--- src/logic/cie_pkg.sv ---
// Constants and register layout of the interrupt code encoder.
package cie_pkg;

  // Register byte offsets on the Avalon-MM slave.
  localparam logic [4:0] CIE_OFS_STATUS   = 5'h00;
  localparam logic [4:0] CIE_OFS_FLAGS    = 5'h04;
  localparam logic [4:0] CIE_OFS_ENABLE   = 5'h08;
  localparam logic [4:0] CIE_OFS_IRQSTAT  = 5'h0c;
  localparam logic [4:0] CIE_OFS_IRQMASK  = 5'h10;

  // Bit positions shared by the flag, enable, interrupt status and mask registers.
  localparam int CIE_NSRC       = 8;
  localparam int CIE_B_ERR      = 0;
  localparam int CIE_B_TX0      = 1;
  localparam int CIE_B_TX1      = 2;
  localparam int CIE_B_TX2      = 3;
  localparam int CIE_B_RX0      = 4;
  localparam int CIE_B_RX1      = 5;
  localparam int CIE_B_WAKE     = 6;
  localparam int CIE_B_MSGERR   = 7;

  // Position of the source code field inside the controller status word.
  localparam int CIE_CODE_LSB   = 1;
  localparam int CIE_CODE_MSB   = 3;

  // Values after reset.
  localparam logic [7:0] CIE_RST_FLAGS   = 8'h00;
  localparam logic [7:0] CIE_RST_ENABLE  = 8'h00;
  localparam logic [7:0] CIE_RST_IRQSTAT = 8'h00;
  localparam logic [7:0] CIE_RST_IRQMASK = 8'h00;

  // Source codes; priority runs error, tx 0..2, rx 0..1, wake-up, which does not follow the code value.
  localparam logic [2:0] CIE_CODE_NONE  = 3'h0;
  localparam logic [2:0] CIE_CODE_ERR   = 3'h1;
  localparam logic [2:0] CIE_CODE_TX2   = 3'h2;
  localparam logic [2:0] CIE_CODE_TX1   = 3'h3;
  localparam logic [2:0] CIE_CODE_TX0   = 3'h4;
  localparam logic [2:0] CIE_CODE_RX1   = 3'h5;
  localparam logic [2:0] CIE_CODE_RX0   = 3'h6;
  localparam logic [2:0] CIE_CODE_WAKE  = 3'h7;

endpackage : cie_pkg

--- src/logic/cie_src_if.sv ---
// Interface carrying flags, enables and the encoded source code.
`timescale 1ns/1ps
interface cie_src_if;
  logic [7:0] flags;
  logic [7:0] enables;
  logic [2:0] code;
  logic       anyPending;

  modport enc (
    input  flags,
    input  enables,
    output code,
    output anyPending
  );

  modport ctl (
    output flags,
    output enables,
    input  code,
    input  anyPending
  );
endinterface : cie_src_if

--- src/logic/cie_code_encoder.sv ---
// Priority encoder from pending enabled sources to the 3-bit source code.
`timescale 1ns/1ps
module cie_code_encoder (
  // Clock and reset, used by the checks only.
  input wire logic core_clk,
  input wire logic sys_rst,
  // Sources and code.
  cie_src_if.enc   src
);
  import cie_pkg::*;

  // Highest priority first: error, tx 0..2, rx 0..1, wake-up.
  function automatic logic [2:0] cieEncode(input logic [6:0] p);
    logic [2:0] c;
    c = CIE_CODE_NONE;
    if (p[CIE_B_ERR]) begin
      c = CIE_CODE_ERR;
    end else if (p[CIE_B_TX0]) begin
      c = CIE_CODE_TX0;
    end else if (p[CIE_B_TX1]) begin
      c = CIE_CODE_TX1;
    end else if (p[CIE_B_TX2]) begin
      c = CIE_CODE_TX2;
    end else if (p[CIE_B_RX0]) begin
      c = CIE_CODE_RX0;
    end else if (p[CIE_B_RX1]) begin
      c = CIE_CODE_RX1;
    end else if (p[CIE_B_WAKE]) begin
      c = CIE_CODE_WAKE;
    end
    return c;
  endfunction : cieEncode

  wire logic [6:0] pending;

  assign pending = src.flags[6:0] & src.enables[6:0];
  assign src.code = cieEncode(pending);
  assign src.anyPending = |pending;

  noneCode_a: assert property (@(posedge core_clk) disable iff (sys_rst)
    (pending == 7'h00) |-> (src.code == CIE_CODE_NONE))
    else $error("Code not zero with nothing pending.");

  errTop_a: assert property (@(posedge core_clk) disable iff (sys_rst)
    pending[CIE_B_ERR] |-> (src.code == CIE_CODE_ERR))
    else $error("Error source not given top priority.");

  txOrder_a: assert property (@(posedge core_clk) disable iff (sys_rst)
    (!pending[CIE_B_ERR] && pending[CIE_B_TX1] && !pending[CIE_B_TX0])
    |-> (src.code == CIE_CODE_TX1))
    else $error("Transmit buffer 1 code wrong.");

  rxOrder_a: assert property (@(posedge core_clk) disable iff (sys_rst)
    (pending[3:0] == 4'h0 && pending[CIE_B_RX1] && !pending[CIE_B_RX0])
    |-> (src.code == CIE_CODE_RX1))
    else $error("Receive buffer 1 code wrong.");

  wakeLast_a: assert property (@(posedge core_clk) disable iff (sys_rst)
    (src.code == CIE_CODE_WAKE) |->
    (pending[CIE_B_WAKE] && pending[5:0] == 6'h00))
    else $error("Wake code shown while a higher source pends.");

  maskedOff_a: assert property (@(posedge core_clk) disable iff (sys_rst)
    (src.code != CIE_CODE_NONE) |->
    (src.enables[src.code == CIE_CODE_ERR ? CIE_B_ERR :
      src.code == CIE_CODE_TX0 ? CIE_B_TX0 :
      src.code == CIE_CODE_TX1 ? CIE_B_TX1 :
      src.code == CIE_CODE_TX2 ? CIE_B_TX2 :
      src.code == CIE_CODE_RX0 ? CIE_B_RX0 :
      src.code == CIE_CODE_RX1 ? CIE_B_RX1 : CIE_B_WAKE]))
    else $error("Code names a source whose enable is off.");

  wakeSeen_c: cover property (@(posedge core_clk) disable iff (sys_rst)
    src.code == CIE_CODE_WAKE);

endmodule : cie_code_encoder

--- src/logic/cie_top.sv ---
// Interrupt code encoder with flag, enable and interrupt registers on Avalon.
//
// Local design decisions: the register offsets and register access over Avalon-MM.
`timescale 1ns/1ps
module cie_top (
  // Clock and reset.
  input  wire logic        core_clk,
  input  wire logic        sys_rst,
  // Avalon-MM slave.
  input  wire logic [4:0]  avs_address,
  input  wire logic        avs_read,
  input  wire logic        avs_write,
  input  wire logic [31:0] avs_writedata,
  input  wire logic [3:0]  avs_byteenable,
  output logic      [31:0] avs_readdata,
  output logic             avs_waitrequest,
  // Source events from the CAN core, one-cycle pulses.
  input  wire logic        errorEvent,
  input  wire logic        txBuf0Done,
  input  wire logic        txBuf1Done,
  input  wire logic        txBuf2Done,
  input  wire logic        rxBuf0Full,
  input  wire logic        rxBuf1Full,
  input  wire logic        wakeupEvent,
  input  wire logic        busErrorDetect,
  input  wire logic        msgInProgress,
  // Interrupt outputs.
  output logic             irq,
  output logic             msgErrorIrq,
  output logic             canIrq,
  output logic      [2:0]  irqSourceCode
);
  import cie_pkg::*;

  cie_src_if src ();

  logic [7:0]  flags_q;
  logic [7:0]  flags_d;
  logic [7:0]  enables_q;
  logic [7:0]  enables_d;
  logic [7:0]  irqStat_q;
  logic [7:0]  irqStat_d;
  logic [7:0]  irqMask_q;
  logic [7:0]  irqMask_d;
  logic        ack_q;
  logic [31:0] rdData_q;
  logic [31:0] rdData_d;

  wire logic        reqActive;
  wire logic        accept;
  wire logic        lowLane;
  wire logic        wrFlags;
  wire logic        wrEnable;
  wire logic        wrMask;
  wire logic        rdIrqStat;
  wire logic [7:0]  setVec;
  wire logic [7:0]  flagClr;
  wire logic [7:0]  statClr;
  wire logic [31:0] statusWord;
  wire logic [31:0] rdMux;

  cie_code_encoder u_encoder (
    .core_clk (core_clk),
    .sys_rst  (sys_rst),
    .src      (src.enc)
  );

  assign src.flags   = flags_q;
  assign src.enables = enables_q;

  // Every access takes one wait cycle, the answer comes on the second edge.
  assign reqActive = avs_read | avs_write;
  assign accept    = reqActive & ack_q;
  assign avs_waitrequest = reqActive & ~ack_q;
  assign lowLane   = avs_byteenable[0];
  assign wrFlags   = accept & avs_write & lowLane &
                     (avs_address == CIE_OFS_FLAGS);
  assign wrEnable  = accept & avs_write & lowLane &
                     (avs_address == CIE_OFS_ENABLE);
  assign wrMask    = accept & avs_write & lowLane &
                     (avs_address == CIE_OFS_IRQMASK);
  assign rdIrqStat = accept & avs_read & (avs_address == CIE_OFS_IRQSTAT);

  // Hardware events that set the flags.
  assign setVec[CIE_B_ERR]    = errorEvent;
  assign setVec[CIE_B_TX0]    = txBuf0Done;
  assign setVec[CIE_B_TX1]    = txBuf1Done;
  assign setVec[CIE_B_TX2]    = txBuf2Done;
  assign setVec[CIE_B_RX0]    = rxBuf0Full;
  assign setVec[CIE_B_RX1]    = rxBuf1Full;
  assign setVec[CIE_B_WAKE]   = wakeupEvent;
  assign setVec[CIE_B_MSGERR] = busErrorDetect & msgInProgress;

  // Writing zero clears a flag, writing one leaves it, a new event wins.
  assign flagClr = wrFlags ? ~avs_writedata[7:0] : 8'h00;
  assign flags_d = (flags_q & ~flagClr) | setVec;
  assign enables_d = wrEnable ? avs_writedata[7:0] : enables_q;
  assign irqMask_d = wrMask ? avs_writedata[7:0] : irqMask_q;

  // Only the bits that were returned are cleared, so a late event survives.
  assign statClr   = rdIrqStat ? rdData_q[7:0] : 8'h00;
  assign irqStat_d = (irqStat_q & ~statClr) | setVec;

  assign statusWord = {28'h0000000, src.code, 1'b0};

  assign rdMux =
    (avs_address == CIE_OFS_STATUS)  ? statusWord :
    (avs_address == CIE_OFS_FLAGS)   ? {24'h000000, flags_q} :
    (avs_address == CIE_OFS_ENABLE)  ? {24'h000000, enables_q} :
    (avs_address == CIE_OFS_IRQSTAT) ? {24'h000000, irqStat_q} :
    (avs_address == CIE_OFS_IRQMASK) ? {24'h000000, irqMask_q} :
    32'h00000000;

  // Read data is captured in the wait cycle and held through the answer.
  assign rdData_d = (avs_read & ~ack_q) ? rdMux : rdData_q;

  always_ff @(posedge core_clk or posedge sys_rst) begin
    if (sys_rst) begin
      flags_q   <= CIE_RST_FLAGS;
      enables_q <= CIE_RST_ENABLE;
      irqStat_q <= CIE_RST_IRQSTAT;
      irqMask_q <= CIE_RST_IRQMASK;
    end else begin
      flags_q   <= flags_d;
      enables_q <= enables_d;
      irqStat_q <= irqStat_d;
      irqMask_q <= irqMask_d;
    end
  end

  always_ff @(posedge core_clk or posedge sys_rst) begin
    if (sys_rst) begin
      ack_q    <= 1'b0;
      rdData_q <= 32'h00000000;
    end else begin
      ack_q    <= reqActive & ~ack_q;
      rdData_q <= rdData_d;
    end
  end

  assign avs_readdata  = rdData_q;
  assign irqSourceCode = src.code;
  assign canIrq        = src.anyPending;
  assign msgErrorIrq   = flags_q[CIE_B_MSGERR] &
                         enables_q[CIE_B_MSGERR];
  assign irq           = |(irqStat_q & irqMask_q);

  statusField_a: assert property (@(posedge core_clk) disable iff (sys_rst)
    (avs_read && !ack_q && avs_address == CIE_OFS_STATUS) |=>
    (avs_readdata[CIE_CODE_MSB:CIE_CODE_LSB] == $past(src.code) &&
     avs_readdata[0] == 1'b0))
    else $error("Status word does not carry the source code.");

  msgErrSet_a: assert property (@(posedge core_clk) disable iff (sys_rst)
    (busErrorDetect && msgInProgress) |=> flags_q[CIE_B_MSGERR])
    else $error("Message-error flag not set after bus error.");

  msgErrIrq_a: assert property (@(posedge core_clk) disable iff (sys_rst)
    msgErrorIrq |->
    (flags_q[CIE_B_MSGERR] && enables_q[CIE_B_MSGERR]))
    else $error("Message-error request without flag and enable.");

  nextCode_a: assert property (@(posedge core_clk) disable iff (sys_rst)
    (wrFlags && !avs_writedata[CIE_B_ERR] && !setVec[CIE_B_ERR] &&
     flags_q[CIE_B_ERR] && enables_q[CIE_B_ERR] &&
     flags_q[CIE_B_TX0] && enables_q[CIE_B_TX0] &&
     avs_writedata[CIE_B_TX0] && !wrEnable)
    |=> (irqSourceCode == CIE_CODE_TX0))
    else $error("Next pending code not shown after clearing error.");

  noSelfClear_a: assert property (@(posedge core_clk) disable iff (sys_rst)
    ($fell(flags_q[CIE_B_TX0]) || $fell(flags_q[CIE_B_RX0])) |->
    $past(wrFlags))
    else $error("Buffer flag cleared without a software write.");

  setWins_a: assert property (@(posedge core_clk) disable iff (sys_rst)
    (wrFlags && txBuf1Done) |=> flags_q[CIE_B_TX1])
    else $error("Event lost while its flag was being cleared.");

  liveCode_a: assert property (@(posedge core_clk) disable iff (sys_rst)
    (enables_q[CIE_B_ERR] && flags_q[CIE_B_ERR]) |->
    (irqSourceCode == CIE_CODE_ERR))
    else $error("Code lags the present flags.");

  busAnswer_a: assert property (@(posedge core_clk) disable iff (sys_rst)
    reqActive |-> ##[0:1] !avs_waitrequest)
    else $error("Bus answer later than one wait cycle.");

  errCode_c: cover property (@(posedge core_clk) disable iff (sys_rst)
    irqSourceCode == CIE_CODE_ERR ##1 irqSourceCode == CIE_CODE_TX0);

  readClear_c: cover property (@(posedge core_clk) disable iff (sys_rst)
    rdIrqStat && irqStat_q != 8'h00);

  msgErr_c: cover property (@(posedge core_clk) disable iff (sys_rst)
    msgErrorIrq);

endmodule : cie_top

--- config.mk ---
export PLATFORM = sky130hd
export DESIGN_NAME = cie_top
export DESIGN_NICKNAME = d
export VERILOG_FILES = /design/src/logic/cie_pkg.sv /design/src/logic/cie_src_if.sv /design/src/logic/cie_code_encoder.sv /design/src/logic/cie_top.sv
export SDC_FILE = /design/constraint.sdc
export NUM_CORES = 1
export LEC_CHECK = 0
export ABC_AREA = 1
export ABC_CLOCK_PERIOD_IN_PS = 3530
export BUFFER_PORTS_ARGS = -buffer_cell sky130_fd_sc_hd__buf_2
export CAP_MARGIN = 20
export CELL_PAD_IN_SITES_DETAIL_PLACEMENT = 1
export CELL_PAD_IN_SITES_GLOBAL_PLACEMENT = 1
export CORE_AREA = 5 5 84 86
export CTS_BUF_LIST = sky130_fd_sc_hd__clkbuf_2 sky130_fd_sc_hd__clkbuf_4 sky130_fd_sc_hd__clkbuf_8
export DETAILED_ROUTE_END_ITERATION = 10
export DIE_AREA = 0 0 89 91
export GPL_ROUTABILITY_DRIVEN = 0
export GPL_TIMING_DRIVEN = 0
export PLACE_DENSITY_LB_ADDON = 0.1
export SYNTH_ARGS = -nofsm -noshare
export SYNTH_HDL_FRONTEND = slang
export SYNTH_SLANG_ARGS = --single-unit
--- constraint.sdc ---
create_clock -name core_clk -period 3.53 [get_ports core_clk]
set_input_delay 0.1765 -clock core_clk [delete_from_list [all_inputs] [get_ports core_clk]]
set_output_delay 0.1765 -clock core_clk [all_outputs]
set_load 0.02 [all_outputs]
# --- After elaboration in Yosys (flattened, before gate mapping) ---
# Index checks and enable logic that the tools add are counted.
# W data, S select, Z words.
word_totals:
  regBits: 65
  word_cells: 50
  out_inout_bits: 39
classes:
  reduce_logical: 3
  bitwise: 23
  n_eq_ne: 4
  n_mux: 14
op_table:
  columns: ["op", "count"]
  rows:
  - ["$mux W8", 7]
  - ["$and A8 B8 Y8", 3]
  - ["$not A8 Y8", 3]
  - ["$mux W3", 7]
  - ["$or A8 B8 Y8", 2]
  - ["$and A1 B1 Y1", 12]
  - ["$eq A5 B4 Y1 const B", 2]
  - ["$reduce_or A8 Y1", 1]
  - ["$and A7 B7 Y7", 1]
  - ["$reduce_or A7 Y1", 1]
  - ["$eq A5 B3 Y1 const B", 1]
  - ["$eq A5 B5 Y1 const B", 1]
  - ["$logic_not A5 Y1", 1]
  - ["$not A1 Y1", 1]
  - ["$or A1 B1 Y1", 1]

# --- Depth between registers and ports, before layout ---
# Gate-level depths: netlist (run 1).
logic_depth:
  ltp_word: 9
  depth_mapped: 9
  ltp_nobuf: 9

# --- Modules after synthesis ---
# From an unflattened synthesis (run 1), not the netlist that was laid out.
hier_totals:
  cells_unflattened: 310
  hier_area_um2: 2434.8
modules_own_cells:
  columns: ["module", "cells_per_inst", "area_each_um2", "n_inst"]
  rows:
  - ["cie_top", 285, 2332.2, 1]
  - ["cie_code_encoder", 25, 102.6, 1]

# --- Worst setup path before layout (run 1) ---
# OpenSTA, ideal clock, no wires.
synth_path:
  kind: "reg2reg"
  from: "register ack_q"
  to: "register irqMask_q[1]"
  path_slack_ns: 2.364
  path_stages_with_launch: 6
  t_arrival_ns: 1.046
  cell_sequence: "dfrtp_1 and3_1 nand4_2 buf_2 nand2_1 o21ai_1"
synth_via:
  elab_chain_cells: 4
synth_rtl:
  columns: ["item", "line_no", "rtl"]
  rows:
  - ["start: declaration", "cie_top.sv:45", "logic ack_q;"]
  - ["start signal: assignment", "cie_top.sv:136", "ack_q <= reqActive & ~ack_q;"]
  - ["$and A1 B1 Y1", "cie_top.sv:73", "assign accept = reqActive & ack_q;"]
  - ["$and A1 B1 Y1 (3 in a row)", "cie_top.sv:80", "assign wrMask = accept & avs_write & lowLane &"]
  - ["end signal: assignment", "cie_top.sv:127", "irqMask_q <= irqMask_d;"]
  - ["end: declaration", "cie_top.sv:43", "logic [7:0] irqMask_q;"]
# Every way passes these cells.
# A chain may end at the register's enable or synchronous reset.

# --- Final worst setup path (run 1) ---
layout_path:
  from: "register ack_q"
  to: "register flags_q[1]"
layout_via:
  elab_chain_cells: 8
layout_rtl:
  columns: ["item", "line_no", "rtl"]
  rows:
  - ["$and A1 B1 Y1", "cie_top.sv:73", null]
  - ["$and A1 B1 Y1 (3 in a row)", "cie_top.sv:76", "assign wrFlags = accept & avs_write & lowLane &"]
  - ["$mux W8", "cie_top.sv:95", "assign flagClr = wrFlags ? ~avs_writedata[7:0] : 8'h00;"]
  - ["$not A8 Y8", "cie_top.sv:96", "assign flags_d = (flags_q & ~flagClr) | setVec;"]
  - ["$and A8 B8 Y8", "cie_top.sv:96", null]
  - ["$or A8 B8 Y8", "cie_top.sv:96", null]
  - ["named net flags_d[1]", "cie_top.sv:38", "logic [7:0] flags_d;"]
  - ["end signal: assignment", "cie_top.sv:124", "flags_q <= flags_d;"]
  - ["end: declaration", "cie_top.sv:37", "logic [7:0] flags_q;"]
# The timed path passes the listed nets, and every way through them passes these cells.

==> results of run 1 <==
## Yosys cell counts, drive strengths merged
library cell   n  area (sq um)
conb           1          3.75
clkbuf         1          3.75
o21ai         45           225
nor2          16          87.6
inv           38           143
buf           30           210
nand4         22           144
nand2         79           297
a21oi          1          5.00
and3           1          6.26
nand3         15          90.1
o211ai         3          22.5
dfrtp         41          1030
a221oi         2          17.5
nor3           2          26.3
## stage by stage
stage               instances  hold WS (ns)
finish                    446        0.0374
global route              446        0.0612
CTS                       446        0.0619
detailed placement        438         0.383
global placement          438         0.378
floorplan                 320         0.287
## state kept, by name (all words and copies together), names as in the netlist
name	flops
irqMask_q	8
ack_q	1
irqStat_q	8
enables_q	8
flags_q	8
avs_readdata	8
## layer usage
metal / part of all wire (%) / up-vias
li1: - / 1065
met4: 2.6 / 0
met1: 46 / 1016
met3: 5.3 / 12
met2: 46 / 58
met5: 0 / -
## cell type report
type | count | area (sq um) | share of cell area [%]
flip-flops and latches | 41 | 1030 | 36.7
multi-input cells | 210 | 1010 | 36.2
plain buffers | 31 | 214 | 7.65
repair buffers | 41 | 205 | 7.34
inverters | 38 | 143 | 5.10
clock buffers | 7 | 96.3 | 3.45
well taps | 77 | 96.3 | 3.45
clock inverters | 1 | 5.00 | 0.179
## where the power goes
part           total, mW  leakage, nW  switching (mW)  internal, mW
clock network      0.346       0.0542           0.169         0.177
registers          0.511        0.481          0.0192         0.492
logic              0.250        0.894           0.166        0.0840
total               1.11         1.43           0.354         0.753
## worst paths after layout
kind,from,endpoint,slack (ns)
min in group core_clk,txBuf1Done,irqStat_q[2],0.07
hold reg to reg,avs_readdata[6],avs_readdata[6],0.51
max in group asynchronous,sys_rst,ack_q,2.96
setup / recovery,ack_q,flags_q[1],1.90
setup reg to reg,ack_q,flags_q[1],1.90
hold / removal,sys_rst,avs_readdata[0],0.04
## critical path, cell delays in order (launching register included)
cell and delay [ns]:
dfrtp_1 0.41, and3_1 0.27, nand4_1 0.42, o21ai_0 0.34, nand2_1 0.07
## kinds of logic (layout without fill, tap and decap cells)
kind of cell | Yosys count | count (layout)
and+or+nand+nor | 135 | 135
buffers and inverters | 69 | 118
AOI/OAI and AO/OA | 51 | 51
DFF | 41 | 41
other | 1 | 24
==> flow_metrics.env, run 1 <==
export IMPL_outcome="finished clean"
export IMPL_clock_latency_ns=0.30
export IMPL_start_kind="flop"
export IMPL_ys_warnings_count=0
export IMPL_power_leakage_nw=1.43
export IMPL_pre_cts_ws_ns=1.76
export IMPL_min_period_ns=1.63
export IMPL_ir_drop_mv=0.201
export IMPL_maxCapViolCount=0
export IMPL_cts_sinks=41
export IMPL_rows=29
export IMPL_setup_violations=0
export IMPL_final_common_cell="nand2_1"
export IMPL_grtUsageMet1_pct=23.4
export IMPL_drt_iter0_drc=75
export IMPL_antenna_found_initial=0
export IMPL_io_pins=93
export IMPL_yosysSeqAreaShare_pct=44.5
export IMPL_die_area_sq_um=8100
export IMPL_path_max_fanout=8
export IMPL_tns_ns=0
export IMPL_slew_headroom_pct=43.9
export IMPL_power_density_nw_per_um2=396
export IMPL_cts_resized=0
export IMPL_place_area_sq_um=2700
export IMPL_grt_start_max_net_pins=42
export IMPL_root_buffer="clkbuf_8"
export IMPL_clk_path_buf_depth=2
export IMPL_cp_required_ns=3.72
export IMPL_post_route_util_pct=45.1
export IMPL_ys_ff_latch=41
export IMPL_cts_htree_levels=2
export IMPL_synth_cell_types=23
export IMPL_stdcell_area_sq_um=2800
export IMPL_grt_use_met2_pct=27.6
export IMPL_area_growth_pct=21.2
export IMPL_tightest_slew_ns=0.840
export IMPL_rr_worst_depth=4
export IMPL_worstSetupPathType="reg2reg"
export IMPL_clk_pin_slew_ns=0.08
export IMPL_coreArea_sq_um=6200
export IMPL_start_util_pct=37.2
export IMPL_grt_overflow_total=0
export IMPL_grt_pass1_vias=2177
export IMPL_die_h_um=91
export IMPL_syn_area_per_cell_sq_um=7.77
export IMPL_setup_ws_ns=1.90
export IMPL_grt_usage_pct=17.6
export IMPL_synthAdderAreaFrac_pct=0
export IMPL_p_total_mw=1.11
export IMPL_arrival_ns=1.81
export IMPL_postCtsHoldBufs=0
export IMPL_layout_common_cells="nand2_1 (79), buf_2 (47), dfrtp_1 (41)"
export IMPL_port_buffers=41
export IMPL_crit_path_end_kind="flop"
export IMPL_firstDrtPassIters=4
export IMPL_hold_path_class="in2async"
export IMPL_fin_nets=422
export IMPL_synth_top_family_by_area="simple AND/OR/NAND/NOR gates"
export IMPL_synthMuxAreaShare_pct=0
export IMPL_rsz0062_at_grt="false"
export IMPL_use_met3_pct=3.89
export IMPL_skew_ns=0.00554
export IMPL_antenna_left=0
export IMPL_yosys_area_share_simple_pct=28.2
export IMPL_drive_gt1_share_pct=25.2
export IMPL_cts_tree="built"
export IMPL_vias=2151
export IMPL_busiest_layer="met2"
export IMPL_diodes=0
export IMPL_die_w_um=89
export IMPL_synth_xor_area_share_pct=0
export IMPL_synth_area_sq_um=2310
export IMPL_viasPerCell=4.82
export IMPL_drv_slew=0
export IMPL_fillCellCount=819
export IMPL_synth_compound_area_share_pct=11.7
export IMPL_drt_wl_total_mm=6.58
export IMPL_synthCells=297
export IMPL_post_route_period_util_pct=46.0
export IMPL_detail_route_wl_per_cell_um=14.7
export IMPL_cts_setup_buffers=0
export IMPL_fmax_mhz=615
export IMPL_post_dp_hpwl_mm=5.09
export IMPL_hold_viol=0
export IMPL_grt_pass1_wl_mm=10.9
export IMPL_route_detailed_drc=0
export IMPL_cts_buffers=5
Power figures use the tool's default switching activity.
==> run 2, diff against run 1 <==
--- a/config.mk
+++ b/config.mk
@@ -5,16 +5,16 @@
 export SDC_FILE = /design/constraint.sdc
 export NUM_CORES = 1
 export LEC_CHECK = 0
-export ABC_AREA = 1
-export ABC_CLOCK_PERIOD_IN_PS = 3530
+export ABC_AREA = 0
+export ABC_CLOCK_PERIOD_IN_PS = 1350
 export BUFFER_PORTS_ARGS = -buffer_cell sky130_fd_sc_hd__buf_2
 export CAP_MARGIN = 20
 export CELL_PAD_IN_SITES_DETAIL_PLACEMENT = 1
 export CELL_PAD_IN_SITES_GLOBAL_PLACEMENT = 1
-export CORE_AREA = 5 5 84 86
+export CORE_AREA = 5 5 90 92
 export CTS_BUF_LIST = sky130_fd_sc_hd__clkbuf_2 sky130_fd_sc_hd__clkbuf_4 sky130_fd_sc_hd__clkbuf_8
 export DETAILED_ROUTE_END_ITERATION = 10
-export DIE_AREA = 0 0 89 91
+export DIE_AREA = 0 0 95 97
 export GPL_ROUTABILITY_DRIVEN = 0
 export GPL_TIMING_DRIVEN = 0
 export PLACE_DENSITY_LB_ADDON = 0.1
==> constraint.sdc (replaced) <==
create_clock -name core_clk -period 1.35 [get_ports core_clk]
set_input_delay 0.0675 -clock core_clk [delete_from_list [all_inputs] [get_ports core_clk]]
set_output_delay 0.0675 -clock core_clk [all_outputs]
set_load 0.02 [all_outputs]
==> flow_metrics.env, run 2 <==
export IMPL_crit_chain="a22oi_2 > and3_1 > nand3_2 > buf_6"
export IMPL_setup_violations=5
export IMPL_grt_start_max_net_pins=42
export IMPL_grt_pass1_wl_mm=11.2
export IMPL_area_growth_pct=35.2
export IMPL_die_h_um=97
export IMPL_firstDrtPassIters=4
export IMPL_ys_flop_type="dfrtp_1"
export IMPL_path_max_fanout=3
export IMPL_place_area_sq_um=2680
export IMPL_drive_gt1_share_pct=39.4
export IMPL_drt_iter0_drc=82
export IMPL_antenna_found_initial=0
export IMPL_die_w_um=95
export IMPL_clock_latency_ns=0.30
export IMPL_cts_sinks=41
export IMPL_cts_buffers=5
export IMPL_synthCells=233
export IMPL_ys_ff_latch=41
export IMPL_yosysSeqAreaShare_pct=45.1
export IMPL_cts_tree="built"
export IMPL_arrival_ns=1.47
export IMPL_final_common_cell="dfrtp_1"
export IMPL_route_detailed_drc=0
export IMPL_synthTopCellsByArea="dfrtp_1 (45%), buf_4 (7.9%), mux2_2 (7.9%)"
export IMPL_hold_path_class="in2reg"
export IMPL_use_met3_pct=2.17
export IMPL_synth_most_common_cell="dfrtp_1"
export IMPL_vias=2025
export IMPL_post_route_period_util_pct=114
export IMPL_coreArea_sq_um=7140
export IMPL_power_leakage_nw=1.38
export IMPL_cts_htree_levels=2
export IMPL_outcome="finished with violations"
export IMPL_min_period_ns=1.54
export IMPL_clk_path_buf_depth=2
export IMPL_grt_use_met2_pct=25.3
export IMPL_setup_ws_ns=-0.191
export IMPL_rsz0062_at_grt="true"
export IMPL_synth_edf_count=0
export IMPL_max_stage_delay_ns=0.43
export IMPL_slowest_stage="dfrtp_1"
export IMPL_io_pins=93
export IMPL_root_buffer="clkbuf_8"
export IMPL_hold_viol=0
export IMPL_viasPerCell=4.81
export IMPL_diodes=0
export IMPL_syn_area_per_cell_sq_um=9.76
export IMPL_start_util_pct=31.9
export IMPL_crit_path_end_kind="output pin"
export IMPL_synthTopCellsByCount="dfrtp_1 (41), o21ai_0 (25), buf_4 (24), nand2_1 (24), mux2_2 (16)"
export IMPL_grt_overflow_total=0
export IMPL_maxCapViolCount=0
export IMPL_port_buffers=39
export IMPL_drv_slew=0
export IMPL_stdcell_area_sq_um=3070
export IMPL_grt_pass1_vias=2145
export IMPL_clk_pin_slew_ns=0.08
export IMPL_pre_cts_ws_ns=-0.289
export IMPL_antenna_left=0
export IMPL_slew_headroom_pct=42.0
export IMPL_ir_drop_mv=0.428
export IMPL_layout_common_cells="dfrtp_1 (41), buf_2 (39), buf_4 (37)"
export IMPL_detail_route_wl_per_cell_um=16.7
export IMPL_synth_top_area_cell="dfrtp_1"
export IMPL_die_area_sq_um=9220
export IMPL_start_kind="flop"
export IMPL_drt_wl_total_mm=7.04
export IMPL_violations="negative setup slack"
export IMPL_grt_usage_pct=15.8
export IMPL_skew_ns=0.00811
export IMPL_busiest_layer="met2"
export IMPL_synth_cell_types=37
export IMPL_async_reset_ff_share_pct=100
export IMPL_power_density_nw_per_um2=1030
export IMPL_worstSetupPathType="reg2out"
export IMPL_tightest_slew_ns=0.868
export IMPL_fin_nets=376
export IMPL_ys_warnings_count=0
export IMPL_synth_area_sq_um=2270
export IMPL_rows=31
export IMPL_cp_required_ns=1.28
export IMPL_fmax_mhz=649
export IMPL_grtUsageMet1_pct=21.9
export IMPL_yosysTopAreaCellShare_pct=45.1
export IMPL_finalHoldWorstSlack_ns=0.0242
export IMPL_post_dp_hpwl_mm=5.06
run 2: changes by cell type in the layout (fill, tap and decap cells not counted), moves of 7 or more:
cell           delta
o21ai_1          -22
nand2_1          -57
dlygate4sd3_1    +10
nand4_1          -20
a22oi_1           +8
a21o_1            +7
buf_4            +13
inv_1            -35
mux2_2           +16
buf_2             -8
nand2b_1          +8
run 2: through the flow:
step	instances	TNS, ns	utilization [%]	total power, mW
5_1_grt	421	-0.996	43.1	3.33
3_3_place_gp	394	-18.43	37.6	2.09
2_1_floorplan	256	0	-	1.87
3_5_place_dp	394	-7.44	37.6	2.10
4_1_cts	420	-0.489	42.6	3.19
6_report	421	-0.571	43.1	3.17
run 2: routing by layer:
metal | routed length, um | share of wire, % | vias to the layer above
met4 | 116 | 1.6 | 0
li1 | - | - | 969
met1 | 3270 | 46 | 984
met5 | 0 | 0 | -
met3 | 334 | 4.7 | 8
met2 | 3320 | 47 | 64
run 2: cell type report:
cell class / count / area [sq um]
multi-input cells: 181 / 1200
well taps: 99 / 124
clock buffers: 5 / 68.8
flip-flops and latches: 41 / 1030
inverters: 3 / 11.3
fillers: 865 / 4060
clock inverters: 2 / 35.0
plain buffers: 30 / 211
repair buffers: 60 / 395
run 2: worst max-delay path: cells and delay by family, from the launching register on:
family,cells,cell delay [ns]
flip-flops,1,0.43
AND/OR/NAND/NOR,2,0.33
AO/OA/AOI/OAI,1,0.27
buffers and inverters,1,0.15
run 2: where the power goes:
group | switching (mW) | total [mW] | internal [mW] | leakage, nW
logic | 0.466 | 0.824 | 0.357 | 0.855
registers | 0.0704 | 1.37 | 1.30 | 0.475
clock network | 0.436 | 0.974 | 0.538 | 0.0540
total | 0.972 | 3.17 | 2.19 | 1.38
run 2: cell families after synthesis:
kind of cell / Yosys count / synth area share [%]
buffers and inverters: 34 / 9.80
adder cells (fa/ha/maj): 3 / 1.32
multiplexers: 16 / 7.93
AO/OA/AOI/OAI: 65 / 18.4
other: 1 / 0.165
flip-flops: 41 / 45.1
AND/OR/NAND/NOR: 73 / 17.2
run 2: path summary, 6_finish.rpt:
path / to / from / slack [ns] / cells after the start
hold reg to reg: ack_q / ack_q / 0.51 / 1
setup / recovery: canIrq / flags_q[6] / -0.19 / 4
setup reg to reg: avs_readdata[1] / irqStat_q[1] / 0.03 / 4
hold / removal: flags_q[3] / avs_writedata[3] / 0.02 / 3
min in group asynchronous: irqStat_q[1] / sys_rst / 0.50 / 3
max in group asynchronous: irqMask_q[2] / sys_rst / 0.28 / 3
run 2: repair_timing:
action                                 CTS  global route
hold buffers                            10             0
buffers inserted                         9             2
setup endpoints to repair               40            30
endpoints found under the hold margin   57             0
pin swaps                                7             6
resized for setup                       20             8
